[src/output_combiner_pkg.sv]
/*
 * constants, field layout and carrier types for the configurable
 * output combiner: eight output pins, one config word per page.
 * assumes a 100 MHz system clock and a command port that delivers
 * page, command code and 32-bit data words.
 */
package output_combiner_pkg;

    // ------------------------------------------------------------
    // pin and channel counts
    // ------------------------------------------------------------
    localparam int          NUM_PINS        = 8;
    localparam int          NUM_CHANNELS    = 16;

    // ------------------------------------------------------------
    // command addressing
    // ------------------------------------------------------------
    localparam logic [7:0]  FIRST_PIN_PAGE  = 8'h15;   // page 21
    localparam logic [7:0]  LAST_PIN_PAGE   = 8'h1c;   // page 28
    localparam logic [7:0]  OUTPUT_PIN_CONFIG_CODE = 8'hf8;

    // ------------------------------------------------------------
    // field positions
    // ------------------------------------------------------------
    localparam int          MASK_LSB        = 16;
    localparam int          MASK_MSB        = 31;
    localparam int          OFF_DELAY_LSB   = 12;
    localparam int          ON_DELAY_LSB    = 8;
    localparam int          DRIVE_TYPE_POS  = 7;
    localparam int          POLARITY_POS    = 6;
    localparam logic [31:0] ZERO_FIELD_MASK = 32'h0000_0038;  // bits 5:3

    // ------------------------------------------------------------
    // reset value and timing
    // ------------------------------------------------------------
    localparam logic [31:0] CONFIG_RESET    = 32'h0000_0000;
    localparam int          CLK_PERIOD_NS   = 10;
    localparam int          MS_TICK_NS      = 1000000;
    localparam int          MS_TICK_CYCLES  = MS_TICK_NS / CLK_PERIOD_NS;
    localparam int          DELAY_MS_WIDTH  = 12;

    // ------------------------------------------------------------
    // types
    // ------------------------------------------------------------
    typedef enum logic [2:0] {
        SRC_ALTERNATE = 3'h0,
        SRC_FORCE_ON  = 3'h1,
        SRC_FORCE_OFF = 3'h2,
        SRC_GOOD_AND  = 3'h3,
        SRC_ALARM_OR  = 3'h4
    } source_sel_t;

    typedef enum logic [1:0] {
        ALARM_NONE    = 2'h0,
        ALARM_WARNING = 2'h1,
        ALARM_FAULT   = 2'h2,
        ALARM_EITHER  = 2'h3
    } alarm_kind_t;

    typedef struct packed {
        logic [15:0] good_input_channel_mask;
        logic [3:0]  off_delay;
        logic [3:0]  on_delay;
        logic        drive_type_bit;   // 1 = open drain
        logic        polarity_bit;     // 1 = active high
        logic [2:0]  zero_bits;
        logic [2:0]  source;
    } pin_cfg_t;

    typedef struct packed {
        logic [7:0]  page;
        logic [7:0]  code;
        logic        wr;
        logic        rd;
        logic [31:0] wdata;
    } cmd_req_t;

    // ------------------------------------------------------------
    // hold-off code to milliseconds
    // ------------------------------------------------------------
    function automatic logic [DELAY_MS_WIDTH-1:0] delay_ms(input logic [3:0] code);
        case (code)
            4'h0:    delay_ms = 12'd0;
            4'h1:    delay_ms = 12'd5;
            4'h2:    delay_ms = 12'd10;
            4'h3:    delay_ms = 12'd20;
            4'h4:    delay_ms = 12'd40;
            4'h5:    delay_ms = 12'd60;
            4'h6:    delay_ms = 12'd80;
            4'h7:    delay_ms = 12'd100;
            4'h8:    delay_ms = 12'd200;
            4'h9:    delay_ms = 12'd400;
            4'ha:    delay_ms = 12'd600;
            4'hb:    delay_ms = 12'd800;
            4'hc:    delay_ms = 12'd1000;
            4'hd:    delay_ms = 12'd1500;
            4'he:    delay_ms = 12'd2000;
            default: delay_ms = 12'd4000;
        endcase
    endfunction

endpackage

[src/holdoff_qualifier.sv]
/*
 * one pin's hold-off qualifier: the combined input must stay static
 * for the selected assert or deassert delay before the state follows.
 * assumes a one-cycle millisecond tick from the caller's divider.
 */
`timescale 1ns/100ps
module holdoff_qualifier (
    input  wire logic       sys_clk,     // system clock
    input  wire logic       rst_n,       // async reset, active low
    input  wire logic       ms_tick,     // one pulse per millisecond
    input  wire logic       delays_on,   // hold-off applies in this mode
    input  wire logic       raw,         // combined input
    input  wire logic [3:0] on_code,     // assert hold-off code
    input  wire logic [3:0] off_code,    // deassert hold-off code
    output logic            qualified    // delayed state
);
    import output_combiner_pkg::*;

    logic                      prev_raw;
    logic [DELAY_MS_WIDTH-1:0] elapsed;
    logic [DELAY_MS_WIDTH-1:0] target;

    assign target = raw ? delay_ms(on_code) : delay_ms(off_code);

    always_ff @(posedge sys_clk or negedge rst_n) begin
        if (!rst_n) begin
            prev_raw <= 1'b0;
        end else begin
            prev_raw <= raw;
        end
    end

    // count granularity is one tick, so up to 1 ms less may elapse
    always_ff @(posedge sys_clk or negedge rst_n) begin
        if (!rst_n) begin
            qualified <= 1'b0;
            elapsed   <= '0;
        end else if (!delays_on) begin
            qualified <= raw;
            elapsed   <= '0;
        end else if (raw != prev_raw || raw == qualified) begin
            elapsed   <= '0;
        end else if (elapsed >= target) begin
            qualified <= raw;
            elapsed   <= '0;
        end else if (ms_tick) begin
            elapsed   <= elapsed + 12'd1;
        end
    end

endmodule

[src/configurable_output_combiner.sv]
/*
 * eight configurable output pins: per-page config words, source
 * selection, masked AND/OR combination, hold-off, polarity and drive.
 * assumes channel good and alarm inputs arrive asynchronously and the
 * alternate-function levels come from logic on sys_clk.
 */
`timescale 1ns/100ps
module configurable_output_combiner #(
    parameter int MS_CYCLES = output_combiner_pkg::MS_TICK_CYCLES
) (
    input  wire logic                         sys_clk,      // 100 MHz clock
    input  wire logic                         rst_n,        // async reset, active low
    input  wire output_combiner_pkg::cmd_req_t cmd,         // page, code, strobes, data
    output logic [31:0]                       cmd_rdata,    // read data
    output logic                              cmd_rvalid,   // read answered, one cycle
    output logic                              cmd_hit,      // access decoded, one cycle
    input  wire logic [15:0]                  power_good,   // channel good or general input
    input  wire logic [15:0]                  ch_warning,   // channel warning flags
    input  wire logic [15:0]                  ch_fault,     // channel fault flags
    input  wire logic [31:0]                  alarm_kind,   // 2 bits per channel
    input  wire logic [7:0]                   alt_level,    // alternate function level
    input  wire logic [7:0]                   alt_drive,    // alternate function enable
    output logic [7:0]                        pin_out,      // general output pin level
    output logic [7:0]                        pin_oe        // general output pin enable
);
    import output_combiner_pkg::*;

    // ------------------------------------------------------------
    // configuration store
    // ------------------------------------------------------------
    pin_cfg_t    cfg [NUM_PINS];
    logic        page_ok;
    logic [2:0]  pin_idx;
    logic [7:0]  page_off;

    assign page_off = cmd.page - FIRST_PIN_PAGE;
    assign pin_idx  = page_off[2:0];
    assign page_ok  = (cmd.page >= FIRST_PIN_PAGE) && (cmd.page <= LAST_PIN_PAGE)
                    && (cmd.code == OUTPUT_PIN_CONFIG_CODE);

    // rewrites take effect at once; quiet supplies are the host's job
    always_ff @(posedge sys_clk or negedge rst_n) begin
        if (!rst_n) begin
            for (int i = 0; i < NUM_PINS; i++) begin
                cfg[i] <= pin_cfg_t'(CONFIG_RESET);
            end
        end else if (cmd.wr && page_ok) begin
            cfg[pin_idx] <= pin_cfg_t'(cmd.wdata & ~ZERO_FIELD_MASK);
        end
    end

    always_ff @(posedge sys_clk or negedge rst_n) begin
        if (!rst_n) begin
            cmd_rdata  <= 32'h0000_0000;
            cmd_rvalid <= 1'b0;
            cmd_hit    <= 1'b0;
        end else begin
            cmd_rvalid <= cmd.rd;
            cmd_hit    <= (cmd.rd || cmd.wr) && page_ok;
            if (cmd.rd && page_ok) begin
                cmd_rdata <= 32'(cfg[pin_idx]) & ~ZERO_FIELD_MASK;
            end else if (cmd.rd) begin
                cmd_rdata <= 32'h0000_0000;
            end
        end
    end

    // ------------------------------------------------------------
    // input synchronisers
    // ------------------------------------------------------------
    logic [47:0] sync_meta;
    logic [47:0] sync_q;
    logic [15:0] good_s;
    logic [15:0] warn_s;
    logic [15:0] fault_s;

    always_ff @(posedge sys_clk or negedge rst_n) begin
        if (!rst_n) begin
            sync_meta <= '0;
            sync_q    <= '0;
        end else begin
            sync_meta <= {power_good, ch_warning, ch_fault};
            sync_q    <= sync_meta;
        end
    end

    assign {good_s, warn_s, fault_s} = sync_q;

    // ------------------------------------------------------------
    // channel alarms by kind
    // ------------------------------------------------------------
    logic [15:0] ch_alarm;

    always_comb begin
        for (int c = 0; c < NUM_CHANNELS; c++) begin
            case (alarm_kind_t'(alarm_kind[2*c +: 2]))
                ALARM_WARNING: ch_alarm[c] = warn_s[c];
                ALARM_FAULT:   ch_alarm[c] = fault_s[c];
                ALARM_EITHER:  ch_alarm[c] = warn_s[c] | fault_s[c];
                default:       ch_alarm[c] = 1'b0;
            endcase
        end
    end

    // ------------------------------------------------------------
    // millisecond tick divider
    // ------------------------------------------------------------
    logic [31:0] div_cnt;
    logic        ms_tick;

    always_ff @(posedge sys_clk or negedge rst_n) begin
        if (!rst_n) begin
            div_cnt <= 32'h0000_0000;
            ms_tick <= 1'b0;
        end else if (div_cnt >= 32'(MS_CYCLES - 1)) begin
            div_cnt <= 32'h0000_0000;
            ms_tick <= 1'b1;
        end else begin
            div_cnt <= div_cnt + 32'h0000_0001;
            ms_tick <= 1'b0;
        end
    end

    // ------------------------------------------------------------
    // per-pin combination, hold-off and pin drive
    // ------------------------------------------------------------
    logic [7:0] raw_comb;
    logic [7:0] delays_on;
    logic [7:0] qualified;

    always_comb begin
        for (int p = 0; p < NUM_PINS; p++) begin
            delays_on[p] = 1'b0;
            case (source_sel_t'(cfg[p].source))
                SRC_GOOD_AND: begin
                    // empty mask reads as all good
                    raw_comb[p]  = &(good_s | ~cfg[p].good_input_channel_mask);
                    delays_on[p] = 1'b1;
                end
                SRC_ALARM_OR: begin
                    raw_comb[p]  = |(ch_alarm & cfg[p].good_input_channel_mask);
                    delays_on[p] = 1'b1;
                end
                SRC_FORCE_ON: raw_comb[p] = 1'b1;
                default:      raw_comb[p] = 1'b0;
            endcase
        end
    end

    for (genvar g = 0; g < NUM_PINS; g++) begin : g_pin
        holdoff_qualifier u_qual (
            .sys_clk   (sys_clk),
            .rst_n     (rst_n),
            .ms_tick   (ms_tick),
            .delays_on (delays_on[g]),
            .raw       (raw_comb[g]),
            .on_code   (cfg[g].on_delay),
            .off_code  (cfg[g].off_delay),
            .qualified (qualified[g])
        );
    end

    logic [7:0] level;

    always_comb begin
        for (int p = 0; p < NUM_PINS; p++) begin
            level[p] = cfg[p].polarity_bit ? qualified[p] : ~qualified[p];
        end
    end

    always_ff @(posedge sys_clk or negedge rst_n) begin
        if (!rst_n) begin
            pin_out <= 8'h00;
            pin_oe  <= 8'h00;
        end else begin
            for (int p = 0; p < NUM_PINS; p++) begin
                if (cfg[p].source == SRC_ALTERNATE) begin
                    // pins 5 and 6 have no alternate function
                    pin_out[p] <= alt_level[p];
                    pin_oe[p]  <= (p == 5 || p == 6) ? 1'b0 : alt_drive[p];
                end else if (cfg[p].drive_type_bit) begin
                    pin_out[p] <= 1'b0;
                    pin_oe[p]  <= ~level[p];
                end else begin
                    pin_out[p] <= level[p];
                    pin_oe[p]  <= 1'b1;
                end
            end
        end
    end

endmodule

[config.mk]
export PLATFORM = sky130hd
export DESIGN_NAME = configurable_output_combiner
export DESIGN_NICKNAME = d
export VERILOG_FILES = /design/src/output_combiner_pkg.sv /design/src/holdoff_qualifier.sv /design/src/configurable_output_combiner.sv
export SDC_FILE = /design/constraint.sdc
export NUM_CORES = 1
export LEC_CHECK = 0
export ABC_AREA = 1
export BUFFER_PORTS_ARGS = -buffer_cell sky130_fd_sc_hd__buf_2
export CORE_ASPECT_RATIO = 0.9
export CORE_UTILIZATION = 45
export DETAILED_ROUTE_END_ITERATION = 6
export GPL_TIMING_DRIVEN = 0
export PLACE_DENSITY = 0.72
export SKIP_LAST_GASP = 1
export SYNTH_ARGS = -nofsm -noshare
export SYNTH_HDL_FRONTEND = slang
export SYNTH_HIERARCHICAL = 1
export SYNTH_SLANG_ARGS = --single-unit
export TNS_END_PERCENT = 30
[constraint.sdc]
create_clock -name sys_clk -period 3.58 [get_ports sys_clk]
set_input_delay 0.716 -clock sys_clk [delete_from_list [all_inputs] [get_ports sys_clk]]
set_output_delay 0.716 -clock sys_clk [all_outputs]
set_load 0.02 [all_outputs]
==> flow_results.org, run 1 <==
** Run
- Count of maximum capacitance violations :: 0

** Power
- IR analysis of the VDD net gives a maximum drop of 0.3893 mV.
- Summed over all cells, the static leakage comes to 19.27 nW.
- Power per cell area :: ~350 mW/mm^2

** Timing
- The final number of hold-violating endpoints was 0.
- Worst Setup Slack, final :: -0.05543 ns
- Hold is met by 0.007289 ns.
- Post-layout min period :: 3.635 ns
- Final clock skew :: 0.05547 ns
- Achievable frequency :: ~280 MHz
- The max-slew violation count came to 0.
- Setup-violating endpoint count in the final report :: 10
- Final Cycle Share :: 101.5%
- In this run the tightest slew margin relative to its limit is approximately 24%.
- RSZ-0062 raised after global routing :: true
- Summed over all failing endpoints, the final setup total negative slack is -0.3803 ns.
- At the pin with the least slew margin, the transition time is 1.140 ns.

** Critical path
- Measured in cells, the most critical reg-to-reg path has a length of 22.
- Category of the worst setup path launch point :: flop
- In this run the worst path has a maximum fanout of 10.
- Sort of element at the end of the critical path :: flop
- Data required, critical path :: a little over 4 ns
- Launch point of the worst reg-to-reg path :: sync_q[39]
- Classification of the worst setup path :: flop to flop
- Setup slack on the worst reg-to-reg path comes out at -0.06 ns.
- The worst register-to-register path ends at g_pin[6].u_qual/elapsed[11].
- STA puts the critical path data arrival time at 4.17 ns.

** Global route
- Total congestion overflow :: 0
- Global routing met1 resource utilization :: between 40% and 50%
- Entering global routing, the biggest net connects approximately 120 pins.
- In the global route stage, met2 resource usage came out at a little under half.
- Number of global-route vias before repair :: 29820
- For this run, global-route usage on met3 was measured as under 10%.
- After global routing, the most crowded layer is met2.
- Global-route wire length before repair :: 173.5 mm
- Global-route usage over all layers :: between 30% and 40%
- The number of antenna violations at the first check in global routing was 4.

** Clocking
- Hold Buf Count CTS :: 0
- CTS built an H-tree with a depth of 2.
- Clock transition at path regs :: around 0.06 ns
- Clock tree synthesis found a total of 520 sinks.
- Clock latency on the worst-skew pair :: around 0.68 ns
- No sink is reached through more buffers than the 3 on the longest clock path.
- CTS buffer count :: 56
- TritonCTS clock tree :: yes
- Root buffer selected by CTS :: clkbuf_16

** Drt
- Routed wire length per instance :: roughly 19 um
- The pre-antenna-repair detailed-routing pass consisted of 7 iterations.
- Total wire length :: between 100 and 150 mm
- For this run, design rule violations remaining after detail routing come to 0.
- Routed vias :: 32850
- In the routed layout, each cell is associated on average with a via count of between 5 and 6.
- Final antenna-violating net count :: 0
- In this run, the number of DRC markers left after iteration 0 of detailed routing was 3574.

** Synthesis
- Area of the mapped netlist :: 0.03301 sq mm
- Synth warnings :: 6
- Of all cell types, the one taking the most synthesized area is dfrtp_1.
- After synthesis, the cell types taking the most area are dfrtp_1, nand2_1, ha_1.
- Synthesis inferred 520 register bits.
- In this run the biggest area consumer among cell types represents roughly 39% of the synthesized area.
- Yosys cell types :: 44
- Mapped Cells :: about 4700
- Sequential elements use 39.42% of the synthesized area.
- Avg Synthesized Cell Area :: 7.094 sq um

** Floorplanning
- Initial core utilization :: 45.83%
- After floorplanning, the core was sized to cover 0.07203 sq mm.
- Die X :: 287.5 um
- The die covers 0.07444 sq mm.
- Number of placed I/O pins :: about 200
- Height of the die :: ~260 um
- Number of core rows :: 93

** Cells and area
- After routing the design area is around 0.038 sq mm.
- In the layout the commonest cells are nand2_1, dfrtp_1, nor2_1.
- Most common library cell in the layout ignoring fill and taps :: nand2_1
- The final layout contains roughly 5300 nets.
- In the final layout, the share of cells above drive strength 1 is 12.46%.
- The finished layout holds just under 6000 standard cells, fillers aside.
- Relative to the synthesized area, the layout overhead comes to 14.54%.

** Placed design
- Input and output buffers added on the ports amount to ~160.
- Detailed placement finished with a half-perimeter wire length of around 86 mm.
- Counting tap cells, the placed design contains a total of just under 6000 instances.
- Routability-driven placement finished with a final weighted congestion of 1.038.
- Placed standard-cell area :: 0.03520 sq mm

** Outcome
- Violated checks :: setup timing
- The flow ran to the end, but the final reports show violations.

** Hold path
- Hold WC Path Type :: primary input to async pin
## metal layers
layer	vias up	routed length, um
met5	-	13
met4	2	6596
met3	367	11140
met2	1775	49570
met1	15310	47220
li1	15390	-
## flip-flops by register name (all words and copies together), names as in the netlist
signal,cells
cfg,232
cmd_rvalid,1
g_pin.u_qual/qualified,8
pin_oe,8
sync_q,48
sync_meta,48
cmd_rdata,29
ms_tick,1
pin_out,8
g_pin.u_qual/prev_raw,8
g_pin.u_qual/elapsed,96
div_cnt,32
cmd_hit,1
## logic make-up (layout without fill, tap and decap cells)
kind of cell | after synthesis | after routing | share of synthesized area [%]
compound gates | 467 | 467 | 8.392
flops | 520 | 520 | 39.42
buf+inv | 653 | 942 | 8.229
mux | 5 | 5 | 0.1592
xor+xnor | 44 | 44 | 1.168
other cells | 1 | 20 | 0.01136
simple gates | 2759 | 2759 | 34.89
fa+ha+maj | 204 | 204 | 7.733
## area by class of cell
| type | count | area (sq um) |
|---|---|---|
| repair buffers | 186 | 1156 |
| flip-flops and latches | 520 | 13020 |
| diodes | 2 | 5.005 |
| clock buffers | 72 | 1521 |
| multi-input cells | 3497 | 17760 |
| plain buffers | 193 | 1005 |
| fillers | 6944 | 34220 |
| clock inverters | 32 | 422.9 |
| well taps | 950 | 1189 |
| inverters | 459 | 1732 |
## worst max path at each step
| stage | from | endpoint | slack [ns] | cells after the start |
|---|---|---|---|---|
| 2_1_floorplan | alarm_kind[21] | g_pin[3].u_qual/elapsed[5] | 0.42 | 22 |
| 3_3_place_gp | rst_n | div_cnt[23] | -9.23 | 1 |
| 3_5_place_dp | alarm_kind[1] | g_pin[5].u_qual/elapsed[5] | -0.76 | 23 |
| 4_1_cts | sync_q[46] | g_pin[4].u_qual/elapsed[10] | -0.02 | 23 |
| 5_1_grt | sync_q[39] | g_pin[6].u_qual/elapsed[11] | -0.28 | 22 |
| 6_report | sync_q[39] | g_pin[6].u_qual/elapsed[11] | -0.06 | 22 |
## worst max-delay path, cell delays in order (launching register included)
cell,delay [ns]
dfrtp_1,0.37
inv_1,0.15
nand2_1,0.09
o21ai_0,0.09
nor2_1,0.23
nand4_1,0.27
nand2_1,0.12
nand2_1,0.06
nand2_2,0.15
inv_2,0.06
buf_6,0.14
nor3_2,0.24
a32oi_1,0.12
ha_1,0.33
nand2_1,0.09
nor2_1,0.06
nand2_1,0.05
nand3_1,0.12
nor2_4,0.22
nand3_2,0.16
buf_6,0.19
a21oi_2,0.11
nor2_1,0.06
## power breakdown
part           leakage, nW  switching, W  internal (W)
Sequential            6.96     0.0000348       0.00595
Combinational         11.4      0.000734      0.000230
Clock                0.950       0.00266       0.00354
Total                 19.3       0.00343       0.00972
## repair_timing
| action | 4_1_cts | 5_1_grt |
|---|---|---|
| setup endpoints to repair | 69 | 112 |
| pin swaps | 8 | 48 |
| gates cloned | 0 | 2 |
| setup buffers | 1 | 19 |
| resized for setup | 45 | 99 |
## Yosys cell counts
library cell  number
a21o_1             7
a21oi_1           91
a21oi_2           25
a31o_2             1
a31oi_1           19
a32o_1            19
a32oi_1           19
and2_1             1
buf_1             16
buf_2             67
buf_4             23
buf_6             10
clkbuf_1          65
clkbuf_2          13
clkinv_2           3
conb_1             1
dfrtp_1          520
ha_1             204
inv_1            436
inv_2             20
mux2_2             2
mux2i_1            3
nand2_1         1649
nand2_2           20
nand3_1          447
nand3_2           19
nand3b_1           5
nand4_1           63
nor2_1           470
nor2_2            21
nor2_4            13
nor3_1            42
nor3_2             7
o2111ai_1         16
o211ai_1           3
o21ai_0          221
o21ai_1           22
o22ai_1            8
o311ai_0           5
o311ai_1           3
o31ai_1            8
or2_2              2
xnor2_1           13
xor2_1            31
## per-stage QoR
stage,power (W),setup slack (ns),utilization [%]
floorplan,0.006501,0.4173,-
global placement,0.006984,-9.231,48.67
detailed placement,0.007006,-0.7587,48.88
CTS,0.01319,-0.01769,51.76
global route,0.01354,-0.2809,52.49
finish,0.01316,-0.05543,52.49
(Power assumes the default switching activity.)
==> run 2, diff against run 1 <==
- ABC_AREA: 1 -> 0
==> run 2 against run 1 <==
Net effect:
- the flow still finishes with violations (setup timing)
- first-iteration DRC count down 21%
- critical path depth down 8
- routed wire length down 15%
- critical path type unchanged
- sequential cell count unchanged
- critical endpoint is now g_pin[3].u_qual/qualified
- largest cell class unchanged
- global-route usage down 1.1 points
==> flow_results.org, run 2 <==
** Critical path
- By instance count, the cell type seen most on the critical path is nand4_1.
- Biggest fanout along the worst timing path :: 7
- Data required, critical path :: 4.09 ns
- The slowest stage of the critical path belongs to the cell nand4_1.
- The critical path is of the flop to flop type.
- Category of the worst setup path launch point :: flop
- WP data arrival :: 4.53 ns
- Sort of element at the end of the critical path :: flop
- Worst stage delay on the critical path :: approximately 0.5 ns
- List of cells traversed by the critical path :: a22o_4 -> buf_12 -> a221oi_4 -> nand4_1 -> a32o_2 -> clkbuf_8 -> nor3b_2 -> a21oi_1 -> ha_1 -> nand4_1 -> nor4_2 -> o31ai_2 -> a211o_1 -> and3_1

** Cells and area
- Post-layout util :: 55.25%
- cfg holds more flip-flops than any other register.
- Area growth syn-to-layout :: 20.28%
- Layout fillers :: around 5400
- The largest registers in the layout are cfg x232, g_pin.u_qual/elapsed x96.
- The count of cells in the finished layout, fillers not included, comes to between 4000 and 5000.
- Layout cells sized above 1 :: 26.09%
- Most common library cell in the layout ignoring fill and taps :: dfrtp_1
- Post-route design area :: 0.03488 sq mm
- The register with the most flip-flops in the layout has 232 of them.
- The final layout contains 3463 nets.
- Commonest non-fill, non-tap cells in the layout :: dfrtp_1, buf_2, ha_1

** Global route
- Total congestion overflow :: 0
- Pin count of the biggest net entering global routing :: 123
- The number of global-route vias before repair is 23170.
- The number of antenna violations at the first check in global routing is 6.
- The first global-routing pass estimated ~140 mm of wire.
- Global-route usage over all layers :: between 20% and 30%

** Power
- Combinational power share :: 6.4%
- For this design the total switching power over the nets is 0.003272 W.
- IR analysis of the VDD net gives a maximum drop of 0.3563 mV.
- The internal power of the cells totals approximately 0.0098 W.
- Switching Share :: 24.94%
- Power per cell area :: 376.1 mW/mm^2
- For this design the static power due to leakage is around 16 nW.
- Share of total power in the clock network :: 48.0%
- Register share of total power :: 45.6%
- Overall power of the completed layout :: 0.01312 W

** Placed design
- Placed cell count :: around 3800
- GP Congestion :: 0.9946
- Post-placement setup slack :: -1.613 ns
- During placement, the flow inserted port buffers numbering 189.
- Detailed placement ended at an HPWL of 69.97 mm.
- Placed standard-cell area :: between 0.03 and 0.04 sq mm

** Timing
- Setup-violating endpoint count in the final report :: ~100
- Transition time at the pin with the least slew margin :: between 1 and 1.5 ns
- RSZ-0062 raised after global routing :: true
- Final Cycle Share :: 112.1%
- Hold Fails Final Rpt :: 0
- Measured against its own limit, the worst slew margin works out to around 7.8%.
- Post-layout min period :: around 4.0 ns
- Across the routed clock network, the largest skew measured is 0.02981 ns.
- Worst Setup Slack, final :: -0.4328 ns
- Achievable frequency :: 249.2 MHz
- Total count of max-transition violations in the final report :: 0

** Drt
- In the routed layout, each cell is associated on average with a via count of 6.105.
- Routed wire length per instance :: 24.29 um
- Final antenna-violating net count :: 0
- Summing over every cut layer, the via total after detailed routing is ~24000.
- First-iteration detailed-routing DRC count :: ~2800
- DRC violation count after routing :: 0
- The routed design has between 90 and 100 mm of wire.
- First-pass iteration count of the detailed router :: 6

** Synthesis
- Area share of the largest cell type after synthesis :: between 40 and 50%
- Mapped Cells :: about 2800
- Among all cell types in the netlist, the one instantiated most often is dfrtp_1.
- Post-synth EDFFs :: 0
- Synthesis-stage register bit count :: 520
- The most used flip-flop cell after synthesis is dfrtp_1.
- Sequential cells were found to cover between 40% and 50% of the synthesized design area.
- Top cells by instance count after synthesis :: dfrtp_1, ha_1, mux2_2, nand2_1, nor2_1
- The largest total area in the synthesized netlist belongs to dfrtp_1.
- Yosys cell types :: 69
- Sorting the synthesized cells by area gives the leading types as dfrtp_1, ha_1, mux2_2.
- Async SR Flop Fraction :: 100.0%
- Synth warnings :: 6
- Summing every instance area after synthesis gives 0.02900 sq mm.
- Dividing the synthesized area by the synthesized cell count gives 10.47 sq um.

** Floorplanning
- Die Area :: 0.06547 sq mm
- Number of placed I/O pins :: about 200
- Height of the die :: about 240 um
- Std-Cell Core Area :: about 0.063 sq mm
- For this configuration, the core starts out at a cell density of 45.94%.
- The floorplan has 87 rows.
- Die X :: 269.6 um

** Clocking
- Clock latency on the worst-skew pair :: 0.64 ns
- Number of buffers on the longest clock path :: 3
- In this run the clock root is driven by a clkbuf_16.
- Clock-pin slew was measured on the worst setup and hold paths at 0.06 ns.
- The H-tree was split into 2 levels.
- CTS saw 520 sinks.
- TritonCTS built the clock tree.
- CTS buffer count :: between 50 and 60
- Hold Buf Count CTS :: 0

** Outcome
- Run status :: finished, violations left
- Violated checks :: setup timing

** Run
- Count of maximum capacitance violations :: 0

** Hold path
- The min-delay analysis places its worst path in the category primary input to async pin.
run 2: changes by cell type in the layout (fill, tap and decap cells not counted), sizes merged, moves of 46 or more:
cell / previous run / this run
nand2: 1669 / 201
nand3: 466 / 94
inv: 462 / 106
nor2: 504 / 221
mux2: 2 / 240
o22ai: 8 / 115
o21ai: 243 / 157
a22o: 0 / 55
a22oi: 0 / 46
run 2: logic make-up (layout without fill, tap and decap cells):
| group | count (synthesis) | after routing | share of synthesized area (%) |
|---|---|---|---|
| buf+inv | 238 | 609 | 3.546 |
| other cells | 1 | 21 | 0.01293 |
| flops | 520 | 520 | 44.86 |
| compound gates | 677 | 678 | 16.21 |
| fa+ha+maj | 204 | 204 | 8.800 |
| simple gates | 758 | 758 | 12.93 |
| xor+xnor | 107 | 107 | 3.231 |
| mux | 264 | 264 | 10.41 |
run 2: power groups by stage:
stage | combinational, W | sequential [W] | clock [W]
after global routing | 0.000882 | 0.00598 | 0.00661
final | 0.000845 | 0.00598 | 0.00629
after global placement | 0.000753 | 0.00609 | 0
after floorplan | 0.000268 | 0.00609 | 0
after detailed placement | 0.000765 | 0.00608 | 0
after CTS | 0.000797 | 0.00598 | 0.00639
run 2: worst paths after layout:
check / to / cells past startpoint / from / slack (ns)
min in group sys_clk: sync_meta[25] / 1 / ch_warning[9] / 0.18
worst max register to register: g_pin[3].u_qual/qualified / 14 / sync_q[28] / -0.43
max in group asynchronous: div_cnt[30] / 4 / rst_n / 1.54
worst min-delay path: g_pin[3].u_qual/elapsed[0] / 1 / rst_n / 0.02
worst min register to register: sync_q[22] / 0 / sync_meta[22] / 0.34
worst max-delay path: g_pin[3].u_qual/qualified / 14 / sync_q[28] / -0.43
run 2: final cells by class:
class,instances,area (sq um),area share (%)
timing repair buffer,270,1750,5.018
buffer,126,790.8,2.267
clock inverter,30,384.1,1.101
tap,845,1057,3.031
clock buffer,75,1614,4.627
multi-input combinational,2029,15840,45.40
inverter,108,427.9,1.227
antenna,3,7.507,0.02152
sequential,520,13020,37.31
run 2: through the flow:
stage                     setup TNS (ns)  hold WS (ns)
after floorplan                  -0.4084        0.3312
after global placement          -4719.21        0.3312
after detailed placement         -119.57        0.3347
after CTS                         -27.81       0.01307
after global routing              -47.70       0.04912
final                             -32.76       0.01747
run 2: routing by layer:
metal | part of all wire [%] | track usage [%] | vias to the layer above
met5 | 0.038 | 0 | -
met2 | 44 | 44.15 | 1139
met4 | 5.3 | 14.25 | 6
met1 | 42 | 39.42 | 12080
li1 | - | - | 10940
met3 | 8.3 | 6.648 | 298
run 2: what timing repair did:
action	CTS	global route
resized for setup	118	92
endpoints found under the setup margin	104	104
gates cloned	5	6
pin swaps	68	41
setup buffers	38	28
run 2: critical path: cells and delay by family (launching register included):
kind | cells | cell delay, ns
AO/OA/AOI/OAI | 6 | 1.71
buffers and inverters | 2 | 0.32
adder cells (fa/ha/maj) | 1 | 0.29
flip-flops | 1 | 0.37
AND/OR/NAND/NOR | 5 | 1.18
